### src/hdl/hiop_defs.svh
// Port, index, field and reset constants for the host I/O port decoder
`ifndef HIOP_DEFS_SVH
`define HIOP_DEFS_SVH

// ------------------------------------------------------------
// Host I/O ports
// ------------------------------------------------------------
`define HIOP_PORT_SSE_LO   16'h03c3
`define HIOP_PORT_SSE_HI   16'h46e8
`define HIOP_PORT_MISC_WR  16'h03c2
`define HIOP_PORT_MISC_RD  16'h03cc
`define HIOP_PORT_COMPAT   16'h03bf
`define HIOP_PORT_MODE_M   16'h03b8
`define HIOP_PORT_MODE_C   16'h03d8
`define HIOP_PORT_IDX_M    16'h03b4
`define HIOP_PORT_IDX_C    16'h03d4
`define HIOP_PORT_DAT_M    16'h03b5
`define HIOP_PORT_DAT_C    16'h03d5

// ------------------------------------------------------------
// Indexed timing register numbers
// ------------------------------------------------------------
`define HIOP_IX_HT        6'h00
`define HIOP_IX_HBS       6'h02
`define HIOP_IX_HBE       6'h03
`define HIOP_IX_HSS       6'h04
`define HIOP_IX_HSE       6'h05
`define HIOP_IX_VT        6'h06
`define HIOP_IX_OVL       6'h07
`define HIOP_IX_MRA       6'h09
`define HIOP_IX_VSS       6'h10
`define HIOP_IX_VSE       6'h11
`define HIOP_IX_VDE       6'h12
`define HIOP_IX_VBS       6'h15
`define HIOP_IX_VBE       6'h16
`define HIOP_IX_LAST_STD  6'h18
`define HIOP_IX_EXT_LO    6'h30
`define HIOP_IX_EXT_HI    6'h37
`define HIOP_IX_KEYFREE   6'h33
`define HIOP_IX_SSEL      6'h34
`define HIOP_IX_OVH       6'h35
`define HIOP_IX_HOV       6'h3f

// ------------------------------------------------------------
// Field positions
// ------------------------------------------------------------
`define HIOP_SSE_EN_LO    0
`define HIOP_SSE_EN_HI    3
`define HIOP_MISC_COLOR   0
`define HIOP_MODE_KEY_A   7
`define HIOP_MODE_PAGE    6
`define HIOP_MODE_KEY_B   5
`define HIOP_COMPAT_PAGE  1
`define HIOP_SSEL_RELOC   3
`define HIOP_VSE_PROT     7
`define HIOP_OVL_VT8      0
`define HIOP_OVL_VDE8     1
`define HIOP_OVL_VSS8     2
`define HIOP_OVL_VBS8     3
`define HIOP_OVL_VT9      5
`define HIOP_OVL_VDE9     6
`define HIOP_OVL_VSS9     7
`define HIOP_MRA_VBS9     5
`define HIOP_OVH_VBS10    0
`define HIOP_OVH_VT10     1
`define HIOP_OVH_VDE10    2
`define HIOP_OVH_VSS10    3
`define HIOP_HOV_HT8      0
`define HIOP_HOV_HBS8     2
`define HIOP_HOV_HSS8     4
`define HIOP_HSE_HBE5     7

// ------------------------------------------------------------
// Reset values
// ------------------------------------------------------------
`define HIOP_RST_BYTE     8'h00
`define HIOP_RST_IDX      6'h00
`define HIOP_RST_HDE      3'h0

`endif

### src/hdl/hiop_pkg.sv
// Types shared by the host I/O port decoder
package hiop_pkg;
    typedef logic [7:0]  hiop_byte_t;
    typedef logic [5:0]  hiop_idx_t;
    typedef logic [15:0] hiop_port_t;
    typedef logic [8:0]  hiop_hpos_t;
    typedef logic [10:0] hiop_vpos_t;
endpackage

### src/hdl/hiop_top.sv
// Host I/O port decode, extension key and indexed timing registers
`timescale 1ns/100ps
`include "hiop_defs.svh"

// What this block does
// - Enable register at 3C3 or 46E8
// - Enable register starts at 3C3
// - Disabled subsystem ignores all other accesses
// - At 3C3 bit 0 enables; 7:4 zero
// - At 46E8 bit 3 enables
// - Mode control at 3B8/3D8, bit 6 mirrors page
// - Compat port 3BF bit 1 second page
// - Key sets only while page bit set
// - Key bits 1,1 set; otherwise clear
// - Misc bit 0 picks 3DX or 3BX
// - Index port at 3B4 or 3D4
// - Data port reaches indexed register
// - Indices above 18 need key, except 33/35
// - Index 35 guarded by index 11 bit 7
// - Implemented indices listed, all read/write
// - Vertical sync start 11 bits assembled
// - Horizontal total/blank/sync start 9 bits
// - Horizontal blank end and sync end assembled
// - Skew delays horizontal display enable
// - Vertical blank start and end assembled
// - Vertical total assembled
// - Vertical display end assembled
// - Vertical sync end four bits
module hiop_top
    import hiop_pkg::*;
(
    input  wire logic       clk_in,
    input  wire logic       rst_in,
    input  wire hiop_port_t io_addr_in,
    input  wire logic       io_wr_in,
    input  wire logic       io_rd_in,
    input  wire hiop_byte_t io_wdata_in,
    input  wire logic       hde_in,
    output hiop_byte_t      io_rdata_out,
    output logic            io_rvalid_out,
    output logic            video_en_out,
    output logic            color_mode_out,
    output logic            key_out,
    output logic            second_page_out,
    output hiop_hpos_t      horiz_total_out,
    output hiop_hpos_t      horiz_blank_start_out,
    output hiop_hpos_t      horiz_sync_start_out,
    output logic [5:0]      horiz_blank_end_value_out,
    output logic [4:0]      horiz_sync_end_out,
    output hiop_vpos_t      vert_total_value_out,
    output hiop_vpos_t      vert_display_end_value_out,
    output hiop_vpos_t      vert_blank_start_value_out,
    output hiop_byte_t      vert_blank_end_out,
    output hiop_vpos_t      vert_sync_start_out,
    output logic [3:0]      vert_sync_end_out,
    output logic            hde_skewed_out
);

    // ------------------------------------------------------------
    // Decoding helpers
    // ------------------------------------------------------------
    function automatic logic hiop_impl(input hiop_idx_t i);
        hiop_impl = (i <= `HIOP_IX_LAST_STD) || (i == `HIOP_IX_HOV) ||
                    (i >= `HIOP_IX_EXT_LO && i <= `HIOP_IX_EXT_HI);
    endfunction

    // ------------------------------------------------------------
    // State
    // ------------------------------------------------------------
    hiop_byte_t sse_q;
    hiop_byte_t misc_q;
    logic       key_a_q;
    logic       key_b_q;
    logic       page_q;
    logic       key_q;
    hiop_idx_t  idx_q;
    hiop_byte_t crtc_q [64];
    logic [2:0] hde_sh_q;

    // ------------------------------------------------------------
    // Port decode
    // ------------------------------------------------------------
    wire        reloc_w  = crtc_q[`HIOP_IX_SSEL][`HIOP_SSEL_RELOC];
    wire        color_w  = misc_q[`HIOP_MISC_COLOR];
    wire        hit_sse  = io_addr_in == (reloc_w ? `HIOP_PORT_SSE_HI
                                                  : `HIOP_PORT_SSE_LO);
    // Enable bit position follows the active location
    wire        enabled  = reloc_w ? sse_q[`HIOP_SSE_EN_HI]
                                   : sse_q[`HIOP_SSE_EN_LO];
    // Everything but the enable register goes dark while disabled
    wire        hit_misw = enabled && io_addr_in == `HIOP_PORT_MISC_WR;
    wire        hit_misr = enabled && io_addr_in == `HIOP_PORT_MISC_RD;
    wire        hit_comp = enabled && io_addr_in == `HIOP_PORT_COMPAT;
    wire        hit_mode = enabled && io_addr_in ==
                           (color_w ? `HIOP_PORT_MODE_C : `HIOP_PORT_MODE_M);
    wire        hit_idx  = enabled && io_addr_in ==
                           (color_w ? `HIOP_PORT_IDX_C : `HIOP_PORT_IDX_M);
    wire        hit_dat  = enabled && io_addr_in ==
                           (color_w ? `HIOP_PORT_DAT_C : `HIOP_PORT_DAT_M);

    // ------------------------------------------------------------
    // Write gating of indexed registers
    // ------------------------------------------------------------
    wire        vse_prot = crtc_q[`HIOP_IX_VSE][`HIOP_VSE_PROT];
    wire        key_ok   = (idx_q <= `HIOP_IX_LAST_STD) || (idx_q == `HIOP_IX_KEYFREE) ||
                           key_q;
    wire        gate_ok  = (idx_q == `HIOP_IX_OVH) ? !vse_prot : key_ok;
    wire        dat_wr   = io_wr_in && hit_dat;
    wire        wr_ok    = dat_wr && gate_ok && hiop_impl(idx_q);
    wire        key_pair = io_wdata_in[`HIOP_MODE_KEY_A] && io_wdata_in[`HIOP_MODE_KEY_B];
    wire        mode_wr  = io_wr_in && hit_mode;
    hiop_byte_t cur_val;
    assign cur_val = crtc_q[idx_q];

    // ------------------------------------------------------------
    // Indexed register storage
    // ------------------------------------------------------------
    for (genvar gi = 0; gi < 64; gi++) begin : g_crtc
        if (hiop_impl(6'(gi))) begin : g_impl
            always_ff @(posedge clk_in) begin
                if (rst_in) begin
                    crtc_q[gi] <= `HIOP_RST_BYTE;
                end else if (wr_ok && idx_q == 6'(gi)) begin
                    crtc_q[gi] <= io_wdata_in;
                end
            end
        end else begin : g_none
            // Holes read as zero and swallow writes
            assign crtc_q[gi] = `HIOP_RST_BYTE;
        end
    end

    // ------------------------------------------------------------
    // Directly addressed registers
    // ------------------------------------------------------------
    always_ff @(posedge clk_in) begin
        if (rst_in) begin
            sse_q   <= `HIOP_RST_BYTE;
            misc_q  <= `HIOP_RST_BYTE;
            idx_q   <= `HIOP_RST_IDX;
            page_q  <= 1'b0;
            key_a_q <= 1'b0;
            key_b_q <= 1'b0;
            key_q   <= 1'b0;
        end else begin
            if (io_wr_in && hit_sse) begin
                sse_q <= {4'h0, io_wdata_in[`HIOP_SSE_EN_HI], 2'b00,
                          io_wdata_in[`HIOP_SSE_EN_LO]};
            end
            if (io_wr_in && hit_misw) begin
                misc_q <= io_wdata_in;
            end
            if (io_wr_in && hit_idx) begin
                idx_q <= io_wdata_in[5:0];
            end
            if (io_wr_in && hit_comp) begin
                page_q <= io_wdata_in[`HIOP_COMPAT_PAGE];
            end
            if (mode_wr) begin
                key_a_q <= io_wdata_in[`HIOP_MODE_KEY_A];
                key_b_q <= io_wdata_in[`HIOP_MODE_KEY_B];
                key_q   <= key_pair && page_q;
            end
        end
    end

    // ------------------------------------------------------------
    // Read path
    // ------------------------------------------------------------
    wire        rd_hit  = io_rd_in && (hit_sse || hit_misr || hit_mode ||
                                       hit_idx || hit_dat);
    wire hiop_byte_t mode_rd = {key_a_q, page_q, key_b_q, 5'h00};
    wire hiop_byte_t rd_mux  = hit_sse  ? sse_q :
                               hit_misr ? misc_q :
                               hit_mode ? mode_rd :
                               hit_idx  ? {2'b00, idx_q} :
                               cur_val;

    always_ff @(posedge clk_in) begin
        if (rst_in) begin
            io_rdata_out  <= `HIOP_RST_BYTE;
            io_rvalid_out <= 1'b0;
        end else begin
            io_rdata_out  <= rd_hit ? rd_mux : `HIOP_RST_BYTE;
            io_rvalid_out <= rd_hit;
        end
    end

    // ------------------------------------------------------------
    // Timing value assembly
    // ------------------------------------------------------------
    wire hiop_byte_t ovl = crtc_q[`HIOP_IX_OVL];
    wire hiop_byte_t ovh = crtc_q[`HIOP_IX_OVH];
    wire hiop_byte_t hov = crtc_q[`HIOP_IX_HOV];
    wire hiop_byte_t horiz_blank_end_value = crtc_q[`HIOP_IX_HBE];
    wire hiop_byte_t hse = crtc_q[`HIOP_IX_HSE];
    wire hiop_hpos_t ht_w  = {hov[`HIOP_HOV_HT8],  crtc_q[`HIOP_IX_HT]};
    wire hiop_hpos_t hbs_w = {hov[`HIOP_HOV_HBS8], crtc_q[`HIOP_IX_HBS]};
    wire hiop_hpos_t hss_w = {hov[`HIOP_HOV_HSS8], crtc_q[`HIOP_IX_HSS]};
    wire [5:0]       hbe_w = {hse[`HIOP_HSE_HBE5], horiz_blank_end_value[4:0]};
    wire hiop_vpos_t vt_w  = {ovh[`HIOP_OVH_VT10], ovl[`HIOP_OVL_VT9],
                              ovl[`HIOP_OVL_VT8], crtc_q[`HIOP_IX_VT]};
    wire hiop_vpos_t vde_w = {ovh[`HIOP_OVH_VDE10], ovl[`HIOP_OVL_VDE9],
                              ovl[`HIOP_OVL_VDE8], crtc_q[`HIOP_IX_VDE]};
    wire hiop_vpos_t vbs_w = {ovh[`HIOP_OVH_VBS10],
                              crtc_q[`HIOP_IX_MRA][`HIOP_MRA_VBS9],
                              ovl[`HIOP_OVL_VBS8], crtc_q[`HIOP_IX_VBS]};
    wire hiop_vpos_t vss_w = {ovh[`HIOP_OVH_VSS10], ovl[`HIOP_OVL_VSS9],
                              ovl[`HIOP_OVL_VSS8], crtc_q[`HIOP_IX_VSS]};
    // Skew counted in clocks: one character per clock assumed here
    wire [3:0]       hde_taps = {hde_sh_q, hde_in};
    wire             hde_sel  = hde_taps[horiz_blank_end_value[6:5]];

    always_ff @(posedge clk_in) begin
        if (rst_in) begin
            horiz_total_out            <= '0;
            horiz_blank_start_out      <= '0;
            horiz_sync_start_out       <= '0;
            horiz_blank_end_value_out  <= '0;
            horiz_sync_end_out         <= '0;
            vert_total_value_out       <= '0;
            vert_display_end_value_out <= '0;
            vert_blank_start_value_out <= '0;
            vert_blank_end_out         <= '0;
            vert_sync_start_out        <= '0;
            vert_sync_end_out          <= '0;
            hde_sh_q                   <= `HIOP_RST_HDE;
            hde_skewed_out             <= 1'b0;
            video_en_out               <= 1'b0;
            color_mode_out             <= 1'b0;
            key_out                    <= 1'b0;
            second_page_out            <= 1'b0;
        end else begin
            horiz_total_out            <= ht_w;
            horiz_blank_start_out      <= hbs_w;
            horiz_sync_start_out       <= hss_w;
            horiz_blank_end_value_out  <= hbe_w;
            horiz_sync_end_out         <= hse[4:0];
            vert_total_value_out       <= vt_w;
            vert_display_end_value_out <= vde_w;
            vert_blank_start_value_out <= vbs_w;
            vert_blank_end_out         <= crtc_q[`HIOP_IX_VBE];
            vert_sync_start_out        <= vss_w;
            vert_sync_end_out          <= crtc_q[`HIOP_IX_VSE][3:0];
            hde_sh_q                   <= hde_taps[2:0];
            hde_skewed_out             <= hde_sel;
            video_en_out               <= enabled;
            color_mode_out             <= color_w;
            key_out                    <= key_q;
            second_page_out            <= page_q;
        end
    end
endmodule // hiop_top

### config.mk
export PLATFORM = sky130hd
export DESIGN_NAME = hiop_top
export DESIGN_NICKNAME = d
export VERILOG_FILES = /design/src/hdl/hiop_pkg.sv /design/src/hdl/hiop_top.sv
export VERILOG_INCLUDE_DIRS = /design/src /design/src/hdl
export SDC_FILE = /design/constraint.sdc
export NUM_CORES = 1
export LEC_CHECK = 0
export ABC_AREA = 1
export BUFFER_PORTS_ARGS = -buffer_cell sky130_fd_sc_hd__buf_4
export CORE_ASPECT_RATIO = 2
export CORE_MARGIN = 2
export CORE_UTILIZATION = 47
export DETAILED_ROUTE_END_ITERATION = 12
export PLACE_DENSITY_LB_ADDON = 0.15
export SETUP_SLACK_MARGIN = 0.15
export SLEW_MARGIN = 5
export SYNTH_ARGS = -nofsm -noshare
export SYNTH_HDL_FRONTEND = slang
export SYNTH_SLANG_ARGS = --single-unit
export TNS_END_PERCENT = 10
### constraint.sdc
create_clock -name clk_in -period 6.1 [get_ports clk_in]
set_clock_uncertainty 0.05 [all_clocks]
set_input_delay 0.305 -clock clk_in [delete_from_list [all_inputs] [get_ports clk_in]]
set_output_delay 0.305 -clock clk_in [all_outputs]
set_load 0.02 [all_outputs]
=== Yosys cells after proc, flatten, opt, wreduce, memory -nomap -nowiden ===
Index checks and enable logic that the tools add are counted.
Widths: inputs -> output; s select.

* Bits of input ports: 29
* Logic and storage cells: 187
* Output and inout bits: 108
* Register bits: 403

* Mux-type cells: 15
* Equal/unequal tests: 40
* Reduce and logical (&&, ||, !) cells: 64
* Bitwise logic cells: 2
* Magnitude comparators: 5

{| class="wikitable"
|+ Operators with widths
! kind !! count
|-
| $eq 6x5->1 const B || 9
|-
| $eq 6x6->1 const B || 9
|-
| $logic_and 1x1->1 || 52
|-
| $bmux 8 s6 || 1
|-
| $eq 16x10->1 || 3
|-
| $eq 16x10->1 const B || 3
|-
| $eq 6x4->1 const B || 8
|-
| $mux 8 || 5
|-
| $eq 6x3->1 const B || 4
|-
| $mux 7 || 3
|-
| $eq 16x15->1 || 1
|-
| $mux 15 || 1
|-
| $eq 6x2->1 const B || 2
|-
| $logic_or 1x1->1 || 8
|-
| $ge 7x7->1 const B || 1
|-
| $not 6->7 || 1
|-
| $eq 6x1->1 const B || 1
|-
| $ge 6x6->1 const B || 1
|-
| $le 6x5->1 const B || 1
|-
| $le 6x6->1 const B || 1
|-
| $logic_not 6->1 || 1
|-
| $mux 4 || 1
|-
| $lt 2x3->1 const B || 1
|-
| $mux 1 || 3
|-
| 5 further kinds || 5
|}

=== Longest topological paths before layout ===
Gate-level depths: netlist (run 1).

* Depth in word-level cells: 9
* Depth in mapped cells: 16
* Mapped depth without buffers: 13

=== Worst setup path after synthesis (run 1) ===
Ideal clock, no wire load.

* Path type: reg2reg
* Start point: reg idx_q[0]
* End point: reg crtc_q[352] (netlist bit)
* Path buffers: 3
* Library setup time: 115 ps
* Arrival time: 1853 ps
* Path slack: 4083 ps
* Cell stages (with the launch flop): 15
* Path through: dfxtp_1 buf_2 inv_2 nand2_2 nor2_2 nand2_1 nand2_1 nor2_1 nor2_4 and2_1 buf_4 buf_4 nand4_2 nor2_1 nor2_1

* Longest elaborated chain between the ends: 7
* Elaborated cells between the ends (all ways): 16

{| class="wikitable"
|+ Ends and longest elaborated chain
! item !! RTL line !! source
|-
| from (decl) || hiop_top.sv:76 || <nowiki>hiop_idx_t idx_q;</nowiki>
|-
| from (signal assigned) || hiop_top.sv:140 || <nowiki>idx_q <= `HIOP_RST_IDX;</nowiki>
|-
| from (signal assigned) || hiop_top.sv:154 || <nowiki>idx_q <= io_wdata_in[5:0];</nowiki>
|-
| $le 6x5->1 (no source line) / $eq 6x6->1 (equally long branches) || n/a ||
|-
| $logic_or 1x1->1 (2 in a row) || hiop_top.sv:105 || <nowiki>wire key_ok = (idx_q <= `HIOP_IX_LAST_STD) || (idx_q == `HIOP_IX_KEYFREE) ||</nowiki>
|-
| $mux 1 || hiop_top.sv:107 || <nowiki>wire gate_ok = (idx_q == `HIOP_IX_OVH) ? !vse_prot : key_ok;</nowiki>
|-
| $logic_and 1x1->1 (2 in a row) || hiop_top.sv:109 || <nowiki>wire wr_ok = dat_wr && gate_ok && hiop_impl(idx_q);</nowiki>
|-
| $logic_and 1x1->1 (*) || hiop_top.sv:123 || <nowiki>end else if (wr_ok && idx_q == 6'(gi)) begin</nowiki>
|-
| to (signal, indexed assignment) || hiop_top.sv:122 || <nowiki>crtc_q[gi] <= `HIOP_RST_BYTE;</nowiki>
|-
| to (signal, indexed assignment) || hiop_top.sv:124 || <nowiki>crtc_q[gi] <= io_wdata_in;</nowiki>
|-
| to (decl) || hiop_top.sv:77 || <nowiki>hiop_byte_t crtc_q [64];</nowiki>
|}

Mark *: on every way between the ends. The rest lies on a longest branch, timed or not.
A chain may end at the register's enable or synchronous reset.

=== Final worst setup path (run 1) ===
* Start point: reg idx_q[1]
* End point: reg crtc_q, in the netlist hse[4]

The elaborated chain is that of the path after synthesis.

==> flow_metrics.tcl, run 1 <==
set metrics [dict create \
    grt_max_degree 164 \
    hold_violations 0 \
    synth_seq_cells 403 \
    endpoint_kind "flop" \
    port_buffers 136 \
    cts_tree "yes" \
    place.gp.congestion 0.9248 \
    grt_overflow 0 \
    setup_tns_ps 0 \
    drcViolationCount 0 \
    syn_area_um2 18370 \
    fp.dieH_um 283.6 \
    num-nets-final 3024 \
    yosysTopAreaCellShare_pct 43.92 \
    vias 17980 \
    clk_latency_ps 550 \
    clk_path_buf_depth 3 \
    postCtsHoldBufs 1 \
    drtIter0Drc 1257 \
    clockRootBuffer "clkbuf_16" \
    grt_pass1_vias 17410 \
    cts_sinks 403 \
    period_needed_ps 4204 \
    final_common_cell "nand2_1" \
    synthTopCellsByArea "dfxtp_1, nand2_1, nor2_1" \
    critPathMaxStageDelay_ps 710 \
    synthArstFlopShare_pct 0 \
    power.density_nw_per_um2 255.1 \
    seq_area_frac_synth_pct 43.92 \
    antenna_cells 0 \
    slew_headroom_pct 19.89 \
    fmax_ghz 0.2378 \
    crit_fanout 39 \
    path_class "flop to flop" \
    fin_crit_sh_pct 68.93 \
    synth_nets 2965 \
    antenna_found_initial 0 \
    area_growth_pct 14.52 \
    clk_pin_slew_worst_paths_ps 70 \
    yosysWarnings 0 \
    wirelength_um 62780 \
    vdd_drop_max_uv 203.6 \
    outcome "complete, no violations" \
    crit_arrival_ps 4630 \
    tightest_slew_ps 1197 \
    placedInstanceArea_um2 19680 \
    place_hpwl_um 41190 \
    syn-instance-count 2936 \
    p_clk_share_pct 48.4 \
    critPathSlowestCell "nor2_4" \
    cap_violations 0 \
    fp-row-count 102 \
    htreeDepth 2 \
    nFillCells 3915 \
    synthDistinctLibCells 30 \
    core_area_um2 38670 \
    antenna_left 0 \
    numCtsBuffers 37 \
    p_comb_share_pct 2.6 \
    seqPwrFrac_pct 49.0 \
    hold_path_class "input port to flop" \
    post-cts-setup-buffer-count 0 \
    critPathLaunchType "flop" \
    vias_per_cell 5.075 \
    final_layout_size_suffix_gt1_share_pct 9.067 \
    post_cts_resized 0 \
    die_x_um 143.8 \
    worstPathRequired_ps 6530 \
    initial_core_util_pct 47.50 \
    p_int_mw 4.179 \
    cp_common_cell "nand2_1" \
    critPathBufInv 1 \
    grt_usage_pct 30.35 \
    drv_slew 0 \
    critPathTopFamily "simple AND/OR/NAND/NOR gates" \
    synth-edff-count 0 \
    switching_power_mw 1.188 \
    design_area_um2 21040 \
    rsz0062_at_grt "false" \
    cp_cell_sequence "inv_2, nand2_2, nor2_2, nand2_1, nand2_1, nor3_1, nor2_4, nand4_1, nand2_1, nand2_1, nor2_1" \
    ys.flop_type "dfxtp_1" \
    dr.pass1.iters 6 \
    mostFrequentLayoutCells "nand2_1, nor2_1, dfxtp_1" \
    ios 137 \
    finalSetupViolCount 0 \
    p_leak_nw 10.91 \
    avgSynthCellArea_um2 6.256 \
    p_sw_share_pct 22.13 \
    wl_per_cell_um 17.72 \
    finalPower_mw 5.366 \
    grt_pass1_wl_um 95230 \
    synth_top_area_cell "dfxtp_1" \
    die-area_um2 40780 \
]
-- cell type report --
cell class              count  area, um^2  share of cell area [%]
clock buffers              47        1056                   5.020
clock inverters            19       287.8                   1.368
inverters                 329        1242                   5.906
multi-input cells        2065        8521                   40.51
flip-flops and latches    403        8069                   38.36
well taps                 520       650.6                   3.093
repair buffers            159        1209                   5.746
-- worst min-delay path: stages --
cell and delay [ps]:
buf_4 130, nand4_1 100, a21oi_1 90
-- flip-flops by register name, indices dropped and copies added (netlist names), 5 cells and up --
name and count:
hse 8, horiz_blank_end_value_out 6, misc_q 8, horiz_total_out 9
ovh 8, vert_sync_start_out 11, vert_blank_end_out 8, idx_q 6
hov 8, vert_blank_start_value_out 11, crtc_q 232, horiz_blank_start_out 9
ovl 8, vert_display_end_value_out 11, vert_total_value_out 11, io_rdata_out 8
horiz_sync_start_out 9, horiz_sync_end_out 5, horiz_blank_end_value 8
-- cell usage after synthesis (3+ instances only) --
library cell and count:
nand2_1 996, nand4_4 10, nand4_1 50, clkbuf_1 98, buf_2 12, buf_4 4, dfxtp_1 403, nor2_1 808
inv_2 8, nor2_2 3, a21oi_1 55, nand4_2 20, o21ai_1 3, nor3_1 11, o21ai_0 56, a211oi_1 3
buf_1 24, inv_1 320, nand3_1 34
-- power groups by stage --
stage | Sequential, mW | Combinational, mW | Clock [mW]
after floorplan | 2.69 | 0.0723 | 0
after global placement | 2.69 | 0.134 | 0
after detailed placement | 2.69 | 0.136 | 0
after CTS | 2.63 | 0.136 | 2.63
after global routing | 2.63 | 0.143 | 2.73
final | 2.63 | 0.138 | 2.60
-- metal layers --
layer	wire length (um)	up-vias	global-route usage, %
met5	0	-	0
met4	5472	0	22.99
met3	3279	262	3.814
met2	32150	662	54.62
met1	21870	8184	31.18
li1	-	8868	-
-- per-stage QoR --
| stage | setup slack [ps] | utilization [%] | instances | hold WS (ps) |
|---|---|---|---|---|
| 2_1_floorplan | 4083 | - | 2936 | 360.0 |
| 3_3_place_gp | 2065 | 50.90 | 3475 | 367.1 |
| 3_5_place_dp | 1975 | 50.90 | 3475 | 374.9 |
| 4_1_cts | 1954 | 54.40 | 3542 | 63.18 |
| 5_1_grt | 1596 | 54.40 | 3542 | 98.73 |
| 6_report | 1896 | 54.40 | 3542 | 103.9 |
-- final timing paths --
kind / cells past startpoint / slack (ps) / end / from
max reg2reg: 11 / 1900 / hse[4] / idx_q[1]
max: 11 / 1900 / hse[4] / idx_q[1]
min: 3 / 100 / io_rdata_out[3] / io_rd_in
min reg2reg: 2 / 380 / hde_sh_q[2] / hde_sh_q[1]
-- cell families after synthesis --
group                  after synthesis  synth area share [%]
AND/OR/NAND/NOR                   1943                 42.88
buffers and inverters              468                 9.768
flip-flops                         403                 43.92
AO/OA/AOI/OAI                      122                 3.433
Power figures use the tool's default switching activity.
==> run 2, diff against run 1 <==
- ABC_AREA: 1 -> 0
- clock period: 6.1 -> 3.5 ns (I/O delays scaled with it)
==> flow_metrics.tcl, run 2 <==
set metrics [dict create \
    yosysTopAreaCellShare_pct 49.58 \
    clockRootBuffer "clkbuf_16" \
    grt_pass1_wl_um 72110 \
    grt_max_degree 102 \
    area_growth_pct 15.10 \
    crit_arrival_ps 3450 \
    vias 12150 \
    ys.flop_type "dfxtp_1" \
    fin_crit_sh_pct 87.04 \
    cap_violations 0 \
    grt_overflow 0 \
    avgSynthCellArea_um2 10.07 \
    cts_sinks 403 \
    post_cts_resized 0 \
    vias_per_cell 5.611 \
    antenna_left 0 \
    die_x_um 135.6 \
    critPathLaunchType "flop" \
    finalSetupViolCount 0 \
    setup_tns_ps 0 \
    hold_end "crtc_q[498]" \
    crit_fanout 15 \
    place_hpwl_um 33810 \
    rrSetupSlack_ps 450 \
    initial_core_util_pct 47.53 \
    core_area_um2 34230 \
    drtIter0Drc 888 \
    vdd_drop_max_uv 329.7 \
    tightest_slew_ps 1068 \
    min_from "io_wdata_in[2]" \
    grt_pass1_vias 11750 \
    p_sw_share_pct 22.12 \
    p_leak_nw 7.880 \
    clk_latency_ps 540 \
    period_needed_ps 3046 \
    yosys.cell_count.top_type "dfxtp_1" \
    largest_reg_flops 232 \
    hold_path_class "input port to flop" \
    port_buffers 136 \
    seq_area_frac_synth_pct 49.58 \
    numCtsBuffers 35 \
    power.density_nw_per_um2 468.9 \
    p_clk_share_pct 45.4 \
    htreeDepth 2 \
    holdPathStages 3 \
    syn-instance-count 1616 \
    place.gp.congestion 0.9396 \
    synth_seq_cells 403 \
    worstPathRequired_ps 3900 \
    rsz0062_at_grt "false" \
    synthArstFlopShare_pct 0 \
    num-nets-final 1729 \
    syn_area_um2 16270 \
    largest_register "crtc_q" \
    fin_cells 2166 \
    cts_tree "yes" \
    p_int_mw 6.839 \
    fp.dieH_um 267.1 \
    clk_pin_slew_worst_paths_ps 70 \
    switching_power_mw 1.942 \
    final_layout_size_suffix_gt1_share_pct 19.30 \
    wirelength_um 48270 \
    ios 137 \
    drcViolationCount 0 \
    rr_worst_depth 7 \
    synthDistinctLibCells 66 \
    synth_nets 1645 \
    fmax_ghz 0.3283 \
    path_class "flop to flop" \
    final_common_cell "dfxtp_1" \
    seqPwrFrac_pct 52.2 \
    p_comb_share_pct 2.4 \
    synthTopCellsByArea "dfxtp_1, mux2i_1, mux4_2" \
    synth-edff-count 0 \
    mostFrequentLayoutCells "dfxtp_1, nand2_1, nor2_1" \
    rr_startpoint "idx_q[2]" \
    antenna_found_initial 0 \
    clk_path_buf_depth 3 \
    synth_top_area_cell "dfxtp_1" \
    place_inst 2101 \
    wl_per_cell_um 22.29 \
    grt_usage_pct 26.59 \
    outcome "complete, no violations" \
    dr.pass1.iters 5 \
    yosysWarnings 0 \
    drv_slew 0 \
    fp-row-count 96 \
    slew_headroom_pct 28.79 \
    yosys-top-cells-count "dfxtp_1, nand2_1, nor2_1, mux2i_1, nor2b_1" \
    hold_violations 0 \
    antenna_cells 0 \
    endpoint_kind "flop" \
    die-area_um2 36210 \
    worstReg2RegEnd "io_rdata_out[5]" \
]
[run 2: critical path, stage by stage (launching register included)]
cell,delay [ps]
dfxtp_1,740
buf_4,330
nor3b_1,670
a22oi_1,230
nand4_1,170
nand3_1,130
a221o_1,450
a21oi_1,200
[run 2: power groups by stage]
stage | Combinational (mW) | Sequential (mW) | Clock, mW
2_1_floorplan | 0.107 | 4.69 | 0
3_3_place_gp | 0.208 | 4.69 | 0
3_5_place_dp | 0.209 | 4.69 | 0
4_1_cts | 0.212 | 4.58 | 4.05
5_1_grt | 0.224 | 4.58 | 4.22
6_report | 0.214 | 4.58 | 3.98
[run 2: layout make-up]
type                       count  area (um^2)
fill                        3060        15510
sequential                   403         8075
multi-input combinational   1086         7577
timing repair buffer         172         1343
clock buffer                  48         1016
tap                          441        551.8
clock inverter                14        156.4
inverter                       2        7.507
[run 2: per-stage QoR]
step | instance area (um^2) | hold slack [ps] | worst slack (ps) | total power [mW] | util (%)
final | 18730 | 16.93 | 453.7 | 8.781 | 54.70
after global routing | 18730 | 32.73 | 272.7 | 9.024 | 54.70
after CTS | 18730 | 3.563 | 488.7 | 8.849 | 54.70
after detailed placement | 17520 | 354.5 | 542.4 | 4.899 | 51.19
after global placement | 17520 | 349.5 | 550.7 | 4.897 | 51.19
after floorplan | 16270 | 253.2 | 1337 | 4.799 | -
[run 2: cell families after synthesis]
kind of cell | synth area share (%)
multiplexers | 19.18
AO/OA/AOI/OAI | 7.659
XOR/XNOR | 0.05384
flip-flops | 49.58
AND/OR/NAND/NOR | 19.66
buffers and inverters | 3.860
[run 2: worst max path at each step]
stage,startpoint,to,slack (ps),cells after the start
floorplan,idx_q[0],io_rdata_out[7],1340,7
global placement,idx_q[0],crtc_q[373],550,7
detailed placement,idx_q[0],ovh[7],540,7
CTS,idx_q[0],ovh[7],490,7
global route,idx_q[0],ovh[7],270,7
finish,idx_q[2],io_rdata_out[5],450,7
[run 2: repair_timing]
| action | in CTS | in global routing |
|---|---|---|
| endpoints found under the hold margin | 4 | 0 |
| hold buffers | 3 | 0 |
| buffers inserted | 0 | 0 |
[run 2: per-layer routing]
layer	vias up	GRT usage [%]	wire length (um)
met5	-	0	0
met4	0	15.20	3076
met3	129	2.858	2134
met2	431	48.63	25370
met1	5848	29.40	17690
li1	5746	-	-
==> run 3, diff against run 2 <==
==> constraint.sdc (replaced) <==
create_clock -name clk_in -period 3.5 [get_ports clk_in]
set_clock_uncertainty 0.05 [all_clocks]
set_input_delay 0.35 -clock clk_in [delete_from_list [all_inputs] [get_ports clk_in]]
set_output_delay 0.35 -clock clk_in [all_outputs]
set_load 0.02 [all_outputs]
==> flow_metrics.tcl, run 3 (same netlist as run 2, synthesis figures left out) <==
set metrics [dict create \
    place_hpwl_um 33810 \
    die_x_um 135.6 \
    crit_fanout 16 \
    final_layout_size_suffix_gt1_share_pct 19.98 \
    multi_input_area_um2 7577 \
    largest_register "crtc_q" \
    die-area_um2 36210 \
    vias 12080 \
    grt_max_degree 99 \
    initial_core_util_pct 47.53 \
    htreeDepth 2 \
    drtIter0Drc 695 \
    cp_cell_sequence "buf_4, or2_2, nor3_1, nand3_1, nand2_1, o21ai_0" \
    area_growth_pct 15.86 \
    final_common_cell "dfxtp_1" \
    wirelength_um 47680 \
    critPathMaxStageDelay_ps 900 \
    cap_violations 0 \
    num-nets-final 1740 \
    fin_crit_sh_pct 87.54 \
    clk_latency_ps 540 \
    fin_hold_ws_ps 113.4 \
    ios 137 \
    hold_violations 0 \
    setup_tns_ps 0 \
    tightest_slew_ps 1179 \
    worstPathRequired_ps 3860 \
    place.gp.congestion 0.8978 \
    nFillCells 3080 \
    critPathSlowestCell "nor3_1" \
    grt_pass1_vias 11830 \
    cts_sinks 403 \
    vdd_drop_max_uv 298.8 \
    core_area_um2 34230 \
    period_needed_ps 3064 \
    antenna_found_initial 0 \
    finalSetupViolCount 0 \
    cts_tree "yes" \
    mostFrequentLayoutCells "dfxtp_1, nand2_1, nor2_1" \
    grt_pass1_wl_um 71790 \
    wl_per_cell_um 21.89 \
    fmax_ghz 0.3264 \
    p_leak_nw 7.974 \
    crit_arrival_ps 3420 \
    fp-row-count 96 \
    rsz0062_at_grt "false" \
    antenna_left 0 \
    hold_path_class "input port to flop" \
    fp.dieH_um 267.1 \
    grt_usage_pct 26.23 \
    largest_reg_flops 232 \
    clk_pin_slew_worst_paths_ps 70 \
    drv_slew 0 \
    post-cts-setup-buffer-count 0 \
    power.density_nw_per_um2 472.6 \
    regArea_um2 8075 \
    numCtsBuffers 36 \
    grt_overflow 0 \
    endpoint_kind "flop" \
    antenna_cells 0 \
    drcViolationCount 0 \
    port_buffers 136 \
    path_class "flop to flop" \
    clk_path_buf_depth 3 \
    outcome "complete, no violations" \
    dr.pass1.iters 5 \
    clockRootBuffer "clkbuf_16" \
    vias_per_cell 5.548 \
    slew_headroom_pct 20.79 \
    critPathLaunchType "flop" \
]
==> run 3: cell type report <==
class	instances	area share (%)
timing repair buffer	182	7.493
clock inverter	13	0.7234
sequential	403	42.84
inverter	2	0.03982
clock buffer	51	5.788
multi-input combinational	1086	40.19
tap	441	2.927
==> run 3: path summary, 6_finish.rpt <==
check | slack (ps) | from | depth (start not counted) | end
worst min register to register | 400 | crtc_q[503] | 2 | crtc_q[503]
worst max-delay path | 440 | idx_q[2] | 6 | crtc_q[378]
worst max register to register | 440 | idx_q[2] | 6 | crtc_q[378]
worst min-delay path | 110 | io_wr_in | 3 | key_a_q
==> run 3: stage by stage <==
stage	power, mW	cell area (um^2)	cells	setup slack, ps	util, %
final	8.908	18850	2178	436.3	55.07
after global routing	9.163	18850	2178	320.9	55.07
after CTS	8.976	18850	2178	449.9	55.07
after detailed placement	4.904	17610	2113	355.3	51.45
after global placement	4.904	17610	2113	443.7	51.45
after floorplan	4.799	16270	1616	1337	-
==> run 3: power by group <==
group | total, mW | internal, mW | switching [mW]
clock network | 4.11 | 2.34 | 1.76
registers | 4.58 | 4.58 | 0.000724
logic | 0.218 | 0.0485 | 0.170
total | 8.91 | 6.97 | 1.93
==> run 3: routing by layer <==
layer / wire length, um / GRT usage, %
met5: 0 / 0
met2: 25340 / 48.70
met4: 2653 / 13.60
met3: 1860 / 2.839
met1: 17830 / 28.93
==> run 3: what timing repair did <==
item	in CTS	in global routing
gates resized for setup	0	0
hold endpoints to repair	1	0
endpoints found under the setup margin	0	0
hold buffers	1	0
==> run 3: worst max-delay path: cells and delay by family, from the launching register on <==
kind / cells / cell delay, ps
simple gates: 4 / 2110
flops: 1 / 420
buf+inv: 1 / 240
compound gates: 1 / 100
